===== src/wtb_cfg.svh =====
`ifndef WTB_CFG_SVH
`define WTB_CFG_SVH
// Function
// RL1: Counter, compares and capture are 16 bits, reached as two byte accesses.
// RL2: One shared 8-bit holding register keeps the high byte.
// RL3: Low-byte write loads holding and new low byte in one cycle.
// RL4: Low-byte read copies that register's high byte into the holding register.
// RL5: Compare reads return both bytes directly, holding untouched.
// RL6: Software writes high byte first, reads low byte first.
// RL7: Main code masks interrupts around shared two-byte accesses.
// RL8: Both control registers are plain bytes, accessed in any order.
// RL9: Every request shows in the flag register, passed on only if masked in.
// RL10: Tick from prescaler or external pin edge; no source, no change.
// RL11: Buffered compares checked on every tick; results drive waveform outputs.
// RL12: Compare match on A or B sets that channel's match flag.
// RL13: Selected, optionally filtered capture edge stores the counter.
// RL14: Counter at zero is bottom, at all ones is max; both detected.
// RL15: Top is 0xFFFF, 0x00FF, 0x01FF, 0x03FF, compare A or capture, by mode.
// RL16: Compare A as top in PWM allows only toggle output and is double buffered.
// RL17: Capture register as top frees compare A for PWM output.
// RL18: Control A holds two force bits; control B holds wave mode bits three and two.
// RL19: CPU counter write beats any clear or count in the same cycle.
// RL20: Flags clear on vector acknowledge or on a written one.
// RL21: High-byte writes only load the holding register.
// RL22: High-byte reads of counter or capture return the holding register.

`define WTB_ADDR_W 8
`define WTB_A_CTRL_A 8'h00
`define WTB_A_CTRL_B 8'h04
`define WTB_A_CNT_L 8'h08
`define WTB_A_CNT_H 8'h0C
`define WTB_A_CMPA_L 8'h10
`define WTB_A_CMPA_H 8'h14
`define WTB_A_CMPB_L 8'h18
`define WTB_A_CMPB_H 8'h1C
`define WTB_A_CAP_L 8'h20
`define WTB_A_CAP_H 8'h24
`define WTB_A_FLAG 8'h28
`define WTB_A_MASK 8'h2C

`define WTB_CTRL_A_RST 8'h00
`define WTB_CTRL_B_RST 8'h00
`define WTB_WIDE_RST 16'h0000
`define WTB_BYTE_RST 8'h00
`define WTB_FLAG_RST 4'h0

`define WTB_BOTTOM 16'h0000
`define WTB_MAX 16'hFFFF
`define WTB_TOP8 16'h00FF
`define WTB_TOP9 16'h01FF
`define WTB_TOP10 16'h03FF
`define WTB_ONE 16'h0001

`define WTB_COMA_HI 7
`define WTB_COMA_LO 6
`define WTB_COMB_HI 5
`define WTB_COMB_LO 4
`define WTB_FORCE_A 3
`define WTB_FORCE_B 2
`define WTB_WAVE_HI 1
`define WTB_WAVE_LO 0
`define WTB_FORCE_MASK 8'h0C

`define WTB_NOISE_EN 7
`define WTB_CAP_RISE 6
`define WTB_CAP_ACMP 5
`define WTB_WAVE3 4
`define WTB_WAVE2 3
`define WTB_CS_HI 2
`define WTB_CS_LO 0

`define WTB_FLAG_W 4
`define WTB_F_OVF 0
`define WTB_F_MB 1
`define WTB_F_MA 2
`define WTB_F_CAP 3

`define WTB_CS_OFF 3'h0
`define WTB_CS_CLK 3'h1
`define WTB_CS_D8 3'h2
`define WTB_CS_D64 3'h3
`define WTB_CS_D256 3'h4
`define WTB_CS_D1024 3'h5
`define WTB_CS_FALL 3'h6
`define WTB_CS_RISE 3'h7

`define WTB_PRE_W 10
`define WTB_TAP8 2
`define WTB_TAP64 5
`define WTB_TAP256 7
`define WTB_TAP1024 9

`define WTB_COM_OFF 2'h0
`define WTB_COM_TOG 2'h1
`define WTB_COM_CLR 2'h2
`define WTB_COM_SET 2'h3

`define WTB_FILTER_LEN 4
`endif


===== src/wtb_pkg.sv =====
package wtb_pkg;
	typedef enum logic {
		WTB_UP,
		WTB_DOWN
	} wtb_dir_t;

	typedef enum logic [1:0] {
		WTB_NONPWM,
		WTB_FAST,
		WTB_PHASE,
		WTB_PFC
	} wtb_kind_t;
endpackage : wtb_pkg


===== src/wtb_edge_if.sv =====
`timescale 1ns/1ps
interface wtb_edge_if;
	logic raw;
	logic filter_en;
	logic rise_sel;
	logic edge_seen;

	modport src (output raw, output filter_en, output rise_sel, input edge_seen);
	modport det (input raw, input filter_en, input rise_sel, output edge_seen);
endinterface : wtb_edge_if


===== src/wtb_edge.sv =====
`timescale 1ns/1ps
`include "wtb_cfg.svh"
module wtb_edge #(
	parameter int FILTER_LEN = `WTB_FILTER_LEN
) (
	input wire logic core_clk,
	input wire logic rst_n,
	wtb_edge_if.det  eif
);
	logic                  sample_r;
	logic                  sample_nxt;
	logic [FILTER_LEN-1:0] hist_r;
	logic [FILTER_LEN-1:0] hist_nxt;
	logic                  level_r;
	logic                  level_nxt;
	logic                  edge_r;
	logic                  edge_nxt;

	always_comb begin
		sample_nxt = eif.raw;
		hist_nxt   = {hist_r[FILTER_LEN-2:0], sample_r};
		level_nxt  = level_r;
		if (!eif.filter_en) begin
			level_nxt = sample_r;
		end else if (&hist_r) begin // see RL13
			level_nxt = 1'b1;
		end else if (~|hist_r) begin
			level_nxt = 1'b0;
		end
		// Turning the filter off can fake one edge; changing polarity alone cannot
		edge_nxt = (level_nxt != level_r) && (level_nxt == eif.rise_sel); // see RL13
	end

	always_ff @(posedge core_clk or negedge rst_n) begin
		if (!rst_n) begin
			sample_r <= 1'b0;
			hist_r   <= '0;
			level_r  <= 1'b0;
			edge_r   <= 1'b0;
		end else begin
			sample_r <= sample_nxt;
			hist_r   <= hist_nxt;
			level_r  <= level_nxt;
			edge_r   <= edge_nxt;
		end
	end

	assign eif.edge_seen = edge_r;
endmodule : wtb_edge


===== src/wtb_timer.sv =====
`timescale 1ns/1ps
`include "wtb_cfg.svh"
module wtb_timer (
	input  wire logic                     core_clk,
	input  wire logic                     rst_n,
	input  wire logic                     psel,
	input  wire logic                     penable,
	input  wire logic                     pwrite,
	input  wire logic [`WTB_ADDR_W-1:0]   paddr,
	input  wire logic [31:0]              pwdata,
	output logic      [31:0]              prdata,
	output logic                          pready,
	output logic                          pslverr,
	input  wire logic                     ext_count_pin,
	input  wire logic                     capture_pin,
	input  wire logic                     comparator_out,
	input  wire logic [`WTB_FLAG_W-1:0]   irq_ack,
	output logic      [`WTB_FLAG_W-1:0]   irq_req,
	output logic                          compare_out_a,
	output logic                          compare_out_b,
	output logic                          compare_oe_a,
	output logic                          compare_oe_b
);
	logic [7:0]              ctrl_a_r, ctrl_a_nxt;
	logic [7:0]              ctrl_b_r, ctrl_b_nxt;
	logic [15:0]             count_r, count_nxt;
	logic [7:0]              temp_r, temp_nxt;
	logic [15:0]             cmpa_buf_r, cmpa_buf_nxt;
	logic [15:0]             cmpa_r, cmpa_nxt;
	logic [15:0]             cmpb_buf_r, cmpb_buf_nxt;
	logic [15:0]             cmpb_r, cmpb_nxt;
	logic [15:0]             cap_r, cap_nxt;
	logic [`WTB_FLAG_W-1:0]  flag_r, flag_nxt;
	logic [`WTB_FLAG_W-1:0]  mask_r, mask_nxt;
	logic [`WTB_PRE_W-1:0]   pre_r, pre_nxt;
	wtb_pkg::wtb_dir_t       dir_r, dir_nxt;
	logic                    out_a_r, out_a_nxt;
	logic                    out_b_r, out_b_nxt;
	logic [31:0]             rdata_r, rdata_nxt;
	logic                    err_r, err_nxt;

	logic [3:0]              mode;
	logic [2:0]              clk_sel;
	wtb_pkg::wtb_kind_t      kind;
	logic [15:0]             top;
	logic                    cap_is_top;
	logic                    cmpa_is_top;
	logic                    tick;
	logic                    at_bottom;
	logic                    at_max;
	logic                    at_top;
	logic                    setup_rd;
	logic                    setup_ph;
	logic                    wr_acc;
	logic [7:0]              wbyte;
	logic [7:0]              rbyte;
	logic                    hit;
	logic                    match_a;
	logic                    match_b;
	logic                    force_a;
	logic                    force_b;
	logic                    wrap;
	logic                    upd;
	logic [`WTB_FLAG_W-1:0]  set_vec;
	logic [`WTB_FLAG_W-1:0]  clr_vec;

	wtb_edge_if ext_if ();
	wtb_edge_if cap_if ();

	wtb_edge #(.FILTER_LEN(`WTB_FILTER_LEN)) u_ext_edge (
		.core_clk (core_clk),
		.rst_n    (rst_n),
		.eif      (ext_if.det)
	);

	wtb_edge #(.FILTER_LEN(`WTB_FILTER_LEN)) u_cap_edge (
		.core_clk (core_clk),
		.rst_n    (rst_n),
		.eif      (cap_if.det)
	);

	assign clk_sel          = ctrl_b_r[`WTB_CS_HI:`WTB_CS_LO];
	assign ext_if.raw       = ext_count_pin;
	assign ext_if.filter_en = 1'b0;
	assign ext_if.rise_sel  = (clk_sel == `WTB_CS_RISE); // see RL10
	assign cap_if.raw       = ctrl_b_r[`WTB_CAP_ACMP] ? comparator_out : capture_pin; // see RL13
	assign cap_if.filter_en = ctrl_b_r[`WTB_NOISE_EN];
	assign cap_if.rise_sel  = ctrl_b_r[`WTB_CAP_RISE];

	assign mode = {ctrl_b_r[`WTB_WAVE3], ctrl_b_r[`WTB_WAVE2], ctrl_a_r[`WTB_WAVE_HI:`WTB_WAVE_LO]}; // see RL18

	// Mode decode
	always_comb begin
		kind        = wtb_pkg::WTB_NONPWM;
		top         = `WTB_MAX;
		cap_is_top  = 1'b0;
		cmpa_is_top = 1'b0;
		case (mode) // see RL15
			4'h0: top = `WTB_MAX;
			4'h1: begin kind = wtb_pkg::WTB_PHASE; top = `WTB_TOP8; end
			4'h2: begin kind = wtb_pkg::WTB_PHASE; top = `WTB_TOP9; end
			4'h3: begin kind = wtb_pkg::WTB_PHASE; top = `WTB_TOP10; end
			4'h4: begin top = cmpa_r; cmpa_is_top = 1'b1; end
			4'h5: begin kind = wtb_pkg::WTB_FAST; top = `WTB_TOP8; end
			4'h6: begin kind = wtb_pkg::WTB_FAST; top = `WTB_TOP9; end
			4'h7: begin kind = wtb_pkg::WTB_FAST; top = `WTB_TOP10; end
			4'h8: begin kind = wtb_pkg::WTB_PFC; top = cap_r; cap_is_top = 1'b1; end // see RL17
			4'h9: begin kind = wtb_pkg::WTB_PFC; top = cmpa_r; cmpa_is_top = 1'b1; end // see RL16
			4'hA: begin kind = wtb_pkg::WTB_PHASE; top = cap_r; cap_is_top = 1'b1; end
			4'hB: begin kind = wtb_pkg::WTB_PHASE; top = cmpa_r; cmpa_is_top = 1'b1; end
			4'hC: begin top = cap_r; cap_is_top = 1'b1; end
			4'hE: begin kind = wtb_pkg::WTB_FAST; top = cap_r; cap_is_top = 1'b1; end
			4'hF: begin kind = wtb_pkg::WTB_FAST; top = cmpa_r; cmpa_is_top = 1'b1; end
			default: top = `WTB_MAX;
		endcase
	end

	// Free prescaler: first tick lands anywhere
	always_comb begin
		case (clk_sel) // see RL10
			`WTB_CS_OFF:   tick = 1'b0;
			`WTB_CS_CLK:   tick = 1'b1;
			`WTB_CS_D8:    tick = &pre_r[`WTB_TAP8:0];
			`WTB_CS_D64:   tick = &pre_r[`WTB_TAP64:0];
			`WTB_CS_D256:  tick = &pre_r[`WTB_TAP256:0];
			`WTB_CS_D1024: tick = &pre_r[`WTB_TAP1024:0];
			default:       tick = ext_if.edge_seen;
		endcase
	end

	assign at_bottom = (count_r == `WTB_BOTTOM); // see RL14
	assign at_max    = (count_r == `WTB_MAX);    // see RL14
	assign at_top    = (count_r == top);
	assign match_a   = tick && (count_r == cmpa_r); // see RL11
	assign match_b   = tick && (count_r == cmpb_r); // see RL11

	assign setup_ph = psel && !penable;
	assign setup_rd = setup_ph && !pwrite;
	assign wr_acc   = psel && penable && pwrite;
	assign wbyte    = pwdata[7:0]; // see RL1
	assign force_a  = wr_acc && (paddr == `WTB_A_CTRL_A) && wbyte[`WTB_FORCE_A] && (kind == wtb_pkg::WTB_NONPWM);
	assign force_b  = wr_acc && (paddr == `WTB_A_CTRL_A) && wbyte[`WTB_FORCE_B] && (kind == wtb_pkg::WTB_NONPWM);

	function automatic logic out_next(
		input logic               cur,
		input logic [1:0]         com,
		input wtb_pkg::wtb_kind_t knd,
		input logic               match,
		input logic               frc,
		input logic               at_wrap,
		input wtb_pkg::wtb_dir_t  dir,
		input logic               tog_ok
	);
		logic v;
		v = cur;
		case (knd)
			wtb_pkg::WTB_NONPWM: begin
				if (match || frc) begin
					case (com)
						`WTB_COM_TOG: v = ~cur;
						`WTB_COM_CLR: v = 1'b0;
						`WTB_COM_SET: v = 1'b1;
						default:      v = cur;
					endcase
				end
			end
			wtb_pkg::WTB_FAST: begin
				if (at_wrap) begin
					v = (com == `WTB_COM_CLR);
				end
				if (match) begin
					v = (com == `WTB_COM_TOG && tog_ok) ? ~cur : (com == `WTB_COM_SET);
				end
			end
			default: begin
				if (match) begin
					if (com == `WTB_COM_TOG && tog_ok) begin
						v = ~cur;
					end else begin
						v = (dir == wtb_pkg::WTB_UP) ? (com == `WTB_COM_SET) : (com == `WTB_COM_CLR);
					end
				end
			end
		endcase
		return v;
	endfunction : out_next

	always_comb begin
		ctrl_a_nxt   = ctrl_a_r;
		ctrl_b_nxt   = ctrl_b_r;
		count_nxt    = count_r;
		temp_nxt     = temp_r;
		cmpa_buf_nxt = cmpa_buf_r;
		cmpa_nxt     = cmpa_r;
		cmpb_buf_nxt = cmpb_buf_r;
		cmpb_nxt     = cmpb_r;
		cap_nxt      = cap_r;
		mask_nxt     = mask_r;
		pre_nxt      = pre_r + `WTB_PRE_W'(1);
		dir_nxt      = dir_r;
		rdata_nxt    = rdata_r;
		err_nxt      = err_r;
		rbyte        = `WTB_BYTE_RST;
		hit          = 1'b1;
		set_vec      = '0;
		clr_vec      = '0;
		wrap         = 1'b0;
		upd          = 1'b0;

		// Counting sequence
		if (tick) begin
			case (kind)
				wtb_pkg::WTB_NONPWM,
				wtb_pkg::WTB_FAST: begin
					wrap      = at_top || at_max;
					count_nxt = wrap ? `WTB_BOTTOM : count_r + `WTB_ONE;
					set_vec[`WTB_F_OVF] = (kind == wtb_pkg::WTB_NONPWM) ? at_max : at_top;
					upd = (kind == wtb_pkg::WTB_FAST) && at_top;
				end
				default: begin
					if (dir_r == wtb_pkg::WTB_UP) begin
						if (at_top) begin
							dir_nxt   = wtb_pkg::WTB_DOWN;
							count_nxt = count_r - `WTB_ONE;
							upd       = (kind == wtb_pkg::WTB_PHASE);
						end else begin
							count_nxt = count_r + `WTB_ONE;
						end
					end else if (at_bottom) begin
						dir_nxt   = wtb_pkg::WTB_UP;
						count_nxt = count_r + `WTB_ONE;
						upd       = (kind == wtb_pkg::WTB_PFC);
						set_vec[`WTB_F_OVF] = 1'b1;
					end else begin
						count_nxt = count_r - `WTB_ONE;
					end
				end
			endcase
		end
		if (kind == wtb_pkg::WTB_NONPWM) begin
			dir_nxt = wtb_pkg::WTB_UP;
			upd     = 1'b1;
		end

		// Buffers load at the update point
		if (upd) begin // see RL16
			cmpa_nxt = cmpa_buf_r;
			cmpb_nxt = cmpb_buf_r;
		end

		set_vec[`WTB_F_MA] = match_a; // see RL12
		set_vec[`WTB_F_MB] = match_b; // see RL12

		// Capture input dead while it is top
		if (cap_if.edge_seen && !cap_is_top) begin // see RL13
			cap_nxt = count_r;
			set_vec[`WTB_F_CAP] = 1'b1;
		end

		// Read snapshot at setup, with holding side effect
		if (setup_ph) begin
			case (paddr)
				`WTB_A_CTRL_A: rbyte = ctrl_a_r; // see RL8
				`WTB_A_CTRL_B: rbyte = ctrl_b_r; // see RL8
				`WTB_A_CNT_L:  begin rbyte = count_r[7:0]; if (setup_rd) temp_nxt = count_r[15:8]; end // see RL4
				`WTB_A_CNT_H:  rbyte = temp_r; // see RL22
				`WTB_A_CMPA_L: rbyte = cmpa_buf_r[7:0];  // see RL5
				`WTB_A_CMPA_H: rbyte = cmpa_buf_r[15:8]; // see RL5
				`WTB_A_CMPB_L: rbyte = cmpb_buf_r[7:0];  // see RL5
				`WTB_A_CMPB_H: rbyte = cmpb_buf_r[15:8]; // see RL5
				`WTB_A_CAP_L:  begin rbyte = cap_r[7:0]; if (setup_rd) temp_nxt = cap_r[15:8]; end // see RL4
				`WTB_A_CAP_H:  rbyte = temp_r; // see RL22
				`WTB_A_FLAG:   rbyte = {{(8-`WTB_FLAG_W){1'b0}}, flag_r}; // see RL9
				`WTB_A_MASK:   rbyte = {{(8-`WTB_FLAG_W){1'b0}}, mask_r};
				default:       hit = 1'b0;
			endcase
			rdata_nxt = setup_rd ? {24'h000000, rbyte} : 32'h00000000;
			err_nxt   = !hit;
		end

		// Writes land at access, beating counting
		if (wr_acc) begin
			case (paddr)
				`WTB_A_CTRL_A: ctrl_a_nxt = wbyte & ~`WTB_FORCE_MASK; // see RL18
				`WTB_A_CTRL_B: ctrl_b_nxt = wbyte; // see RL8
				`WTB_A_CNT_L:  count_nxt = {temp_r, wbyte}; // see RL3, see RL19
				`WTB_A_CMPA_L: cmpa_buf_nxt = {temp_r, wbyte}; // see RL3
				`WTB_A_CMPB_L: cmpb_buf_nxt = {temp_r, wbyte}; // see RL3
				`WTB_A_CAP_L:  if (cap_is_top) cap_nxt = {temp_r, wbyte}; // see RL3
				`WTB_A_CNT_H,
				`WTB_A_CMPA_H,
				`WTB_A_CMPB_H,
				`WTB_A_CAP_H:  temp_nxt = wbyte; // see RL2, see RL21
				`WTB_A_FLAG:   clr_vec = wbyte[`WTB_FLAG_W-1:0]; // see RL20
				`WTB_A_MASK:   mask_nxt = wbyte[`WTB_FLAG_W-1:0];
				default:       temp_nxt = temp_r;
			endcase
		end

		// Set beats clear
		flag_nxt = (flag_r & ~(clr_vec | irq_ack)) | set_vec; // see RL20

		out_a_nxt = out_next(out_a_r, ctrl_a_r[`WTB_COMA_HI:`WTB_COMA_LO], kind, match_a, force_a,
			tick && wrap, dir_r, cmpa_is_top); // see RL11
		out_b_nxt = out_next(out_b_r, ctrl_a_r[`WTB_COMB_HI:`WTB_COMB_LO], kind, match_b, force_b,
			tick && wrap, dir_r, 1'b0); // see RL11
	end

	always_ff @(posedge core_clk or negedge rst_n) begin
		if (!rst_n) begin
			ctrl_a_r   <= `WTB_CTRL_A_RST;
			ctrl_b_r   <= `WTB_CTRL_B_RST;
			count_r    <= `WTB_WIDE_RST;
			temp_r     <= `WTB_BYTE_RST;
			cmpa_buf_r <= `WTB_WIDE_RST;
			cmpa_r     <= `WTB_WIDE_RST;
			cmpb_buf_r <= `WTB_WIDE_RST;
			cmpb_r     <= `WTB_WIDE_RST;
			cap_r      <= `WTB_WIDE_RST;
			flag_r     <= `WTB_FLAG_RST;
			mask_r     <= `WTB_FLAG_RST;
			pre_r      <= '0;
			dir_r      <= wtb_pkg::WTB_UP;
			out_a_r    <= 1'b0;
			out_b_r    <= 1'b0;
			rdata_r    <= 32'h00000000;
			err_r      <= 1'b0;
		end else begin
			ctrl_a_r   <= ctrl_a_nxt;
			ctrl_b_r   <= ctrl_b_nxt;
			count_r    <= count_nxt;
			temp_r     <= temp_nxt;
			cmpa_buf_r <= cmpa_buf_nxt;
			cmpa_r     <= cmpa_nxt;
			cmpb_buf_r <= cmpb_buf_nxt;
			cmpb_r     <= cmpb_nxt;
			cap_r      <= cap_nxt;
			flag_r     <= flag_nxt;
			mask_r     <= mask_nxt;
			pre_r      <= pre_nxt;
			dir_r      <= dir_nxt;
			out_a_r    <= out_a_nxt;
			out_b_r    <= out_b_nxt;
			rdata_r    <= rdata_nxt;
			err_r      <= err_nxt;
		end
	end

	assign prdata        = rdata_r;
	assign pready        = 1'b1;
	assign pslverr       = err_r;
	assign irq_req       = flag_r & mask_r; // see RL9
	assign compare_out_a = out_a_r;
	assign compare_out_b = out_b_r;
	// Compare A as period gives no PWM
	assign compare_oe_a  = (ctrl_a_r[`WTB_COMA_HI:`WTB_COMA_LO] != `WTB_COM_OFF) &&
		!(kind != wtb_pkg::WTB_NONPWM && cmpa_is_top &&
		ctrl_a_r[`WTB_COMA_HI:`WTB_COMA_LO] != `WTB_COM_TOG); // see RL16
	assign compare_oe_b  = (ctrl_a_r[`WTB_COMB_HI:`WTB_COMB_LO] != `WTB_COM_OFF) &&
		!(kind != wtb_pkg::WTB_NONPWM && ctrl_a_r[`WTB_COMB_HI:`WTB_COMB_LO] == `WTB_COM_TOG);
endmodule : wtb_timer


===== config.mk =====
export PLATFORM = sky130hd
export DESIGN_NAME = wtb_timer
export DESIGN_NICKNAME = d
export VERILOG_FILES = /design/src/wtb_pkg.sv /design/src/wtb_edge_if.sv /design/src/wtb_edge.sv /design/src/wtb_timer.sv
export VERILOG_INCLUDE_DIRS = /design/src /design/src/src
export SDC_FILE = /design/constraint.sdc
export NUM_CORES = 1
export LEC_CHECK = 0
export ABC_AREA = 0
export ABC_CLOCK_PERIOD_IN_PS = 7270
export BUFFER_PORTS_ARGS = -buffer_cell sky130_fd_sc_hd__buf_4
export CAP_MARGIN = 20
export CORE_MARGIN = 8
export CORE_UTILIZATION = 40
export CTS_CLUSTER_SIZE = 30
export DETAILED_ROUTE_END_ITERATION = 16
export PLACE_DENSITY_LB_ADDON = 0.3
export REMOVE_ABC_BUFFERS = 1
export SLEW_MARGIN = 20
export SYNTH_ARGS = -nofsm -noshare
export SYNTH_HDL_FRONTEND = slang
export SYNTH_SLANG_ARGS = --single-unit
export TNS_END_PERCENT = 100

===== constraint.sdc =====
create_clock -name core_clk -period 7.27 [get_ports core_clk]
set_input_delay 0.3635 -clock core_clk [delete_from_list [all_inputs] [get_ports core_clk]]
set_output_delay 0.3635 -clock core_clk [all_outputs]
set_load 0.1 [all_outputs]

==> results of run 1 <==
cells in the final DEF, fill, tap and decap left out, drive strengths merged, types with 19 or more instances in the layout:
| master | synthesis | final |
|---|---|---|
| nand3 | 36 | 36 |
| mux2i | 19 | 19 |
| inv | 27 | 32 |
| nor2 | 116 | 116 |
| dfrtp | 158 | 158 |
| mux2 | 56 | 56 |
| nor4 | 19 | 19 |
| o22ai | 26 | 26 |
| and3 | 42 | 42 |
| a221o | 42 | 42 |
| conb | 2 | 25 |
| o21ai | 53 | 53 |
| nand2 | 72 | 72 |
| xor2 | 33 | 33 |
| nor3 | 22 | 22 |
| buf | 60 | 59 |
| a21oi | 60 | 60 |
worst reg2reg max path, cell delays in order (launching register included):
cell                        delay [ps]
sky130_fd_sc_hd__dfrtp_1           850
sky130_fd_sc_hd__nand2b_1          640
sky130_fd_sc_hd__a31oi_1           210
sky130_fd_sc_hd__nor3_1            260
sky130_fd_sc_hd__o2111ai_1         180
sky130_fd_sc_hd__or4_1             540
sky130_fd_sc_hd__nor3_1            250
sky130_fd_sc_hd__o211ai_1          210
sky130_fd_sc_hd__o21ai_4           830
sky130_fd_sc_hd__a221o_1           330
routing by layer:
metal / global-route usage / wire (µm) / share of wire
met1: 0.313 / 15000 / 0.42
met2: 0.341 / 16000 / 0.45
met3: 0.0448 / 3330 / 0.093
met4: 0.0995 / 1330 / 0.037
met5: 0 / 0 / 0
final timing paths:
check                      slack (ps)  cells after the start                 from                    to
setup / recovery                 2910                      9          ctrl_a_r[1]             cmpb_r[1]
hold / removal                    -20                      1                rst_n               pslverr
setup reg to reg                 2910                      9          ctrl_a_r[1]             cmpb_r[1]
hold reg to reg                   380                      0  u_cap_edge.sample_r  u_cap_edge.hist_r[0]
max in group asynchronous        5840                      2                rst_n              cap_r[6]
min in group core_clk              30                      1        ext_count_pin   u_ext_edge.sample_r
metrics by stage:
stage          hold slack (ps)  cells  cell area (µm²)  power [mW]
2_1_floorplan             67.9   1055             9840        1.52
3_3_place_gp               364   1449            10700        1.75
3_5_place_dp               363   1449            10700        1.76
4_1_cts                   23.6   1480            11400        2.72
5_1_grt                   25.4   1480            11400        2.84
6_report                 -15.4   1480            11400        2.74
where the power goes:
| part | switching, mW | internal [mW] | leakage, nW |
|---|---|---|---|
| Combinational | 0.389 | 0.235 | 2.60 |
| Sequential | 0.207 | 0.943 | 2.05 |
| Clock | 0.420 | 0.549 | 0.291 |
registers in the layout, summed over array words and instances (netlist names), 8 cells and up:
signal and flops:
count_r 16, cap_r 16, cmpb_buf_r 16, pre_r 10, prdata 8, ctrl_b_r 8, cmpb_r 16, cmpa_r 16
cmpa_buf_r 16, temp_r 8
cell type report:
| type | count | area, µm² |
|---|---|---|
| Sequential cell | 158 | 3950 |
| Tap cell | 335 | 419 |
| Fill cell | 2460 | 14400 |
| Clock buffer | 18 | 429 |
| Inverter | 27 | 101 |
| Clock inverter | 13 | 180 |
| Timing Repair Buffer | 59 | 447 |
| Multi-Input combinational cell | 870 | 5820 |
cells by family (layout without fill, tap and decap cells):
logic type	count (synthesis)	in the layout	share of synthesized area
simple gates	395	395	0.193
fa+ha+maj	5	5	0.00604
other cells	2	25	0.000725
xor+xnor	50	50	0.0423
buf+inv	144	117	0.0677
mux	78	78	0.0862
compound gates	317	317	0.222
flops	158	158	0.382
==> results by stage, run 1 <==
Outcome:
- The run finished, with violations left.
- The final reports fail on negative hold slack.

Timing:
- Across all hold checks on the routed design, the worst slack comes to -15.4 ps.
- The final-report hold violation count is 6.
- The worst-case headroom to the max-slew limit is 0.236.
- Setup repair after global routing left no endpoint under its margin.
- The fmax is 229 MHz.
- After layout, the minimum clock period comes to 4360 ps.
- The number of failing setup endpoints in the final timing report is 0.
- Of the available clock period, the critical path in the final layout requires 0.600.
- Across all setup checks in the final design, the least slack found is 2910 ps.
- The final sum of negative setup slack is 0 ps.
- The max-slew violation total from the final report was 0.
- The pin slew with the least headroom to its limit is 1140 ps.
- The clock tree skew after final layout is 13.2 ps.

Route:
- Once detail routing completed, the nets flagged for antenna violations numbered 0.
- The routed length per instance is 24.1 µm.
- For this block, the via count after detailed routing is 9538.
- In this run, the number of DRC markers left after iteration 0 of detailed routing was 1218.
- Wires add up to 35600 µm.
- For this run, design rule violations remaining after detail routing come to 0.
- The length of the first detailed-routing pass in iterations is 6.
- The number of vias per cell is 6.44.

CTS:
- The clock-pin slew reported for the worst setup and hold paths after clock tree synthesis is 70 ps.
- The number of H-tree branching levels is 4.
- The count of hold-fix buffers inserted at cts is 0.
- At the later pin of the worst-skew pair, clock insertion delay measures 440 ps.
- TritonCTS created 17 clock buffers.
- The post-CTS repair timing setup buffer count is 0.
- Gates resized during post-CTS repair numbered 0.
- TritonCTS built the clock tree.
- CTS placed an instance of sky130_fd_sc_hd__clkbuf_16 at the clock tree root.
- Clock tree synthesis found a total of 158 sinks.
- The maximum clock path buffer count is 2.

Floorplan:
- For this configuration, the core starts out at a cell density of 0.402.
- Row generation in the floorplan step produced 59 rows.
- The total die area is 0.0313 mm².
- The core box area is 0.0258 mm².
- In this run the vertical extent of the chip is 177 µm.
- The horizontal die dimension is 177 µm.
- The count of boundary I/O pins is 94.

Synth:
- Counting flops and latches in the post-synthesis netlist gives 158.
- The number of warnings printed during yosys synthesis is 0.
- The share of synthesized area in the top cell type comes to 0.382.
- The async set-reset flop share out of synthesis is 1.00.
- The portion of the post-synthesis area used by sequential elements is 0.382.
- In the post-synthesis netlist, the cell with the most instances is sky130_fd_sc_hd__dfrtp_1.
- The number of synthesized flops with an enable pin is 0.
- In this run the cell area of the synthesized design comes to 0.0104 mm².
- The largest total area in the synthesized netlist belongs to sky130_fd_sc_hd__dfrtp_1.
- The gate count after technology mapping is 1149.
- The distinct cell type count of the synthesized netlist is 83.
- The mean instance size in the synthesized netlist is 9.01 µm².
- The dominant synthesized flop cell is sky130_fd_sc_hd__dfrtp_1.
- By area the synthesized netlist is led by sky130_fd_sc_hd__dfrtp_1 (38%), sky130_fd_sc_hd__mux2_2 (6.0%), sky130_fd_sc_hd__nor2_1 (4.2%), sky130_fd_sc_hd__a221o_1 (4.1%), sky130_fd_sc_hd__xor2_1 (2.8%).
- After synthesis, the most frequently instantiated cells are sky130_fd_sc_hd__dfrtp_1 (158), sky130_fd_sc_hd__nor2_1 (116), sky130_fd_sc_hd__nand2_1 (72), sky130_fd_sc_hd__clkbuf_1 (56).

Setup path:
- The cell occurring most often along the worst timing path is sky130_fd_sc_hd__nor3_1.
- Data on the critical path arrives at its endpoint at 4730 ps.
- STA puts the critical path data required time at 7640 ps.
- The gate family responsible for the most delay along the worst path is compound AO/OA/AOI/OAI gates.
- The maximum cell stage delay along the critical path is 850 ps.
- The critical path contains buffers and inverters numbering 0 combined.
- By startpoint and endpoint, the worst setup path is classified as flop to flop.
- The standard cell with the maximum stage delay on the critical path is sky130_fd_sc_hd__dfrtp_1.
- Along the worst path, the maximum fanout reaches 32.
- The worst setup path is captured at a flop.
- The kind of launch point of the worst setup path is a flop.
- The critical path goes through nand2b_1, a31oi_1, nor3_1, o2111ai_1, or4_1, nor3_1, o211ai_1, o21ai_4, a221o_1.

Placed design:
- The global placement routability congestion is 0.948.
- Prior to clock tree synthesis, the placed netlist has a worst setup slack of 3030 ps.
- The estimated wirelength of the detail-placed design is 24200 µm.
- The count of input and output buffers is 44.

Global routing:
- The first-pass GRT wire length is 55200 µm.
- The initial antenna violation count is 0.
- The all-layer global routing usage is 0.227.
- Summed over all layers, the global routing overflow is 0.
- The largest net degree at the start of global routing is 90.
- The via count of the first global-routing pass is 9034.

Final layout:
- At the end of the flow, the number of nets in the layout was 1190.
- The area growth from synthesis to layout is 9.63%.
- 0 antenna diodes ended up in the layout.
- The fraction of layout instances using a drive strength above 1 is 0.153.
- The final design utilization is 0.441.

Hold path:
- The class of the most critical hold timing path is input pin to asynchronous set/reset pin.

Power:
- The worst IR drop on VDD is 0.000130 V.
- The static leakage is 4.95 nW.
- The power per cell area is 242 mW/mm².

Run:
- Across the run, the number of max-cap violations was 0.
(Power assumes the default switching activity.)
==> run 2, diff against run 1 <==
--- a/config.mk
+++ b/config.mk
@@ -7,7 +7,7 @@
 export NUM_CORES = 1
 export LEC_CHECK = 0
 export ABC_AREA = 0
-export ABC_CLOCK_PERIOD_IN_PS = 7270
+export ABC_CLOCK_PERIOD_IN_PS = 3800
 export BUFFER_PORTS_ARGS = -buffer_cell sky130_fd_sc_hd__buf_4
 export CAP_MARGIN = 20
 export CORE_MARGIN = 8
==> constraint.sdc (replaced) <==
create_clock -name core_clk -period 3.8 [get_ports core_clk]
set_input_delay 0.19 -clock core_clk [delete_from_list [all_inputs] [get_ports core_clk]]
set_output_delay 0.19 -clock core_clk [all_outputs]
set_load 0.1 [all_outputs]
==> results by stage, run 2 (synthesis results as in run 1) <==
Timing:
- The clock tree skew after final layout is 18.1 ps.
- Final hold analysis gives a worst-case slack of -1.19 ps.
- The worst-case headroom to the max-slew limit is 0.382.
- At the pin with the least slew margin, the transition time is 927 ps.
- Setup repair after global routing left no endpoint under its margin.
- The final-report hold violation count came to 1.
- The post-route minimum period is 3620 ps.
- The number of failing setup endpoints in the final timing report is 0.
- The max-slew violation total from the final report is 0.
- Dividing the final minimum period by the clock period gives 0.952.
- The fmax is 277 MHz.

Placed design:
- The estimated wirelength of the detail-placed design is 26600 µm.
- The count of input and output buffers is 44.
- The placement-stage cell area is 0.0111 mm².
- The congestion estimate from routability-driven global placement came to 0.963.

Setup path:
- The worst-case reg-to-reg path depth is 10.
- Of all nets on the critical path, the largest fanout is 10.
- The worst flop-to-flop path endpoint is compare_out_a.
- The critical path starts at ctrl_a_r[1].
- The kind of end point of the critical path is a flop.
- The reg-to-reg setup timing slack is 180 ps.
- The capture point of the worst path is compare_out_a.
- Data on the critical path is required at its endpoint by 4110 ps.
- The signal arrival time at the worst endpoint is 3930 ps.
- The worst register-to-register path begins at ctrl_a_r[1].
- The worst setup path category is flop to flop.
- The kind of launch point of the worst setup path is a flop.

Final layout:
- Leaving out fill and tap cells, the most frequent cell in the layout is sky130_fd_sc_hd__dfrtp_1.
- Of the cells placed in the final design, the portion with a size suffix greater than 1 is 0.186.
- In the layout the commonest cells are sky130_fd_sc_hd__dfrtp_1 (158), sky130_fd_sc_hd__nor2_1 (116), sky130_fd_sc_hd__buf_4 (101).
- 0 antenna diodes ended up in the layout.
- The count of nets after finishing is 1239.
- The number of filler cells placed in the layout is 2457.
- The layout overhead on the synthesized area is 13.7%.
- After routing the design area is 0.0118 mm².

Floorplan:
- The total die area is 0.0313 mm².
- The count of boundary I/O pins is 94.
- From bottom edge to top edge, the die measures 177 µm.
- The floorplan step defined a core boundary enclosing 0.0258 mm².
- After floorplanning, the core was divided into 59 placement rows.
- The effective utilization at floorplan is 0.402.
- In this run the horizontal extent of the chip is 177 µm.

CTS:
- The number of clock buffers inserted by TritonCTS is 17.
- The count of hold-fix buffers inserted at cts is 2.
- Gates resized during post-CTS repair numbered 0.
- The clock sink count is 158.
- The maximum clock path buffer count is 2.
- After clock tree synthesis, the clock-pin slew on the worst setup and hold paths is 70 ps.
- TritonCTS built the clock tree.
- The post-CTS repair timing setup buffer count is 0.
- The number of H-tree branching levels is 4.
- Clock tree synthesis selected as its root buffer the cell sky130_fd_sc_hd__clkbuf_16.
- The clock reaches the later pin of the worst-skew pair after 430 ps.

Route:
- The iteration-0 DRC count of the detailed router is 1236.
- Dividing the detail-routed wire length by the instance count gives 24.4 µm.
- The length of the first detailed-routing pass in iterations is 8.
- The total detailed-routing wirelength is 37300 µm.
- The residual DRC count is 0.
- The count of nets left with antenna violations once routing finished came out at 0.
- The number of vias per cell is 6.34.
- The routed layout has 9694 vias.

Power:
- Of the total power, combinational logic draws 0.281.
- Of the total power, the clock network draws 0.342.
- The internal power of the cells totals 3.46 mW.
- The power per cell area is 460 mW/mm².
- The completed layout was analyzed and its total power is 5.42 mW.
- In this run the static leakage power is 5.21 nW.
- The sequential share of power is 0.378.
- Of the total power, the share spent switching nets is 0.361.
- The power spent charging and discharging nets is 1.96 mW.
- The worst IR drop on VDD is 0.000294 V.

Global routing:
- The via count of the first global-routing pass is 9256.
- The first-pass GRT wire length is 57300 µm.
- The initial antenna violation count is 0.
- Summed over all layers, the global routing overflow is 0.
- Across every metal layer, demand over resource in global routing totals 0.238.
- The largest net degree at the start of global routing is 94.

Outcome:
- The flow ran to the end, but the final reports show violations.
- The final reports fail on negative hold slack.

Run:
- Max-cap violations in this run came to 0.

Hold path:
- In this run the worst hold path is classified as input pin to flop.
-- run 2: final cells by class --
cell class | count | area [µm²] | share of cell area
clock buffer | 22 | 474 | 0.0403
clock inverter | 10 | 154 | 0.0131
inverter | 27 | 101 | 0.00861
multi-input combinational | 870 | 5810 | 0.493
sequential | 158 | 3950 | 0.336
tap | 335 | 419 | 0.0356
timing repair buffer | 108 | 870 | 0.0738
-- run 2: metal layers --
layer | GRT usage | wire (µm)
met2 | 0.371 | 16900
met5 | 0 | 0
met3 | 0.0358 | 3210
met1 | 0.325 | 15800
met4 | 0.0956 | 1430
-- run 2: critical path: stages, from the launching register on --
cell and delay (ps):
sky130_fd_sc_hd__dfrtp_1 530, sky130_fd_sc_hd__buf_4 230, sky130_fd_sc_hd__or4b_4 540, sky130_fd_sc_hd__a211oi_2 220, sky130_fd_sc_hd__a211o_1 180, sky130_fd_sc_hd__nand2_1 70
sky130_fd_sc_hd__or4_1 430, sky130_fd_sc_hd__or3_1 470, sky130_fd_sc_hd__a2111oi_4 440, sky130_fd_sc_hd__o2bb2ai_2 100, sky130_fd_sc_hd__mux2_4 300
-- run 2: how the worst min path moves through the flow --
stage / start / endpoint / slack (ps) / depth (start not counted)
after global placement: ext_count_pin / u_ext_edge.sample_r / 300 / 1
after detailed placement: ext_count_pin / u_ext_edge.sample_r / 300 / 1
after floorplan: rst_n / cap_r[0] / -110 / 0
after global routing: capture_pin / u_cap_edge.sample_r / 5 / 2
after CTS: capture_pin / u_cap_edge.sample_r / 1 / 2
final: capture_pin / u_cap_edge.sample_r / -1 / 2
-- run 2: power groups by stage --
stage	Sequential [mW]	Clock, mW	Combinational [mW]
after floorplan	2.07	0	0.827
after global placement	2.06	0	1.47
after detailed placement	2.06	0	1.48
after CTS	2.03	1.87	1.49
after global routing	2.05	1.94	1.63
final	2.05	1.85	1.52
-- run 2: stage by stage --
| stage | setup WS [ps] | hold slack [ps] | std cells | setup TNS, ps | utilization |
|---|---|---|---|---|---|
| CTS | 195 | 1.20 | 1530 | 0 | 0.457 |
| detailed placement | 198 | 301 | 1496 | 0 | 0.432 |
| floorplan | -997 | -106 | 1055 | -31900 | - |
| global route | 17.2 | 4.82 | 1530 | 0 | 0.457 |
| finish | 184 | -1.19 | 1530 | 0 | 0.457 |
| global placement | 223 | 300 | 1496 | 0 | 0.432 |
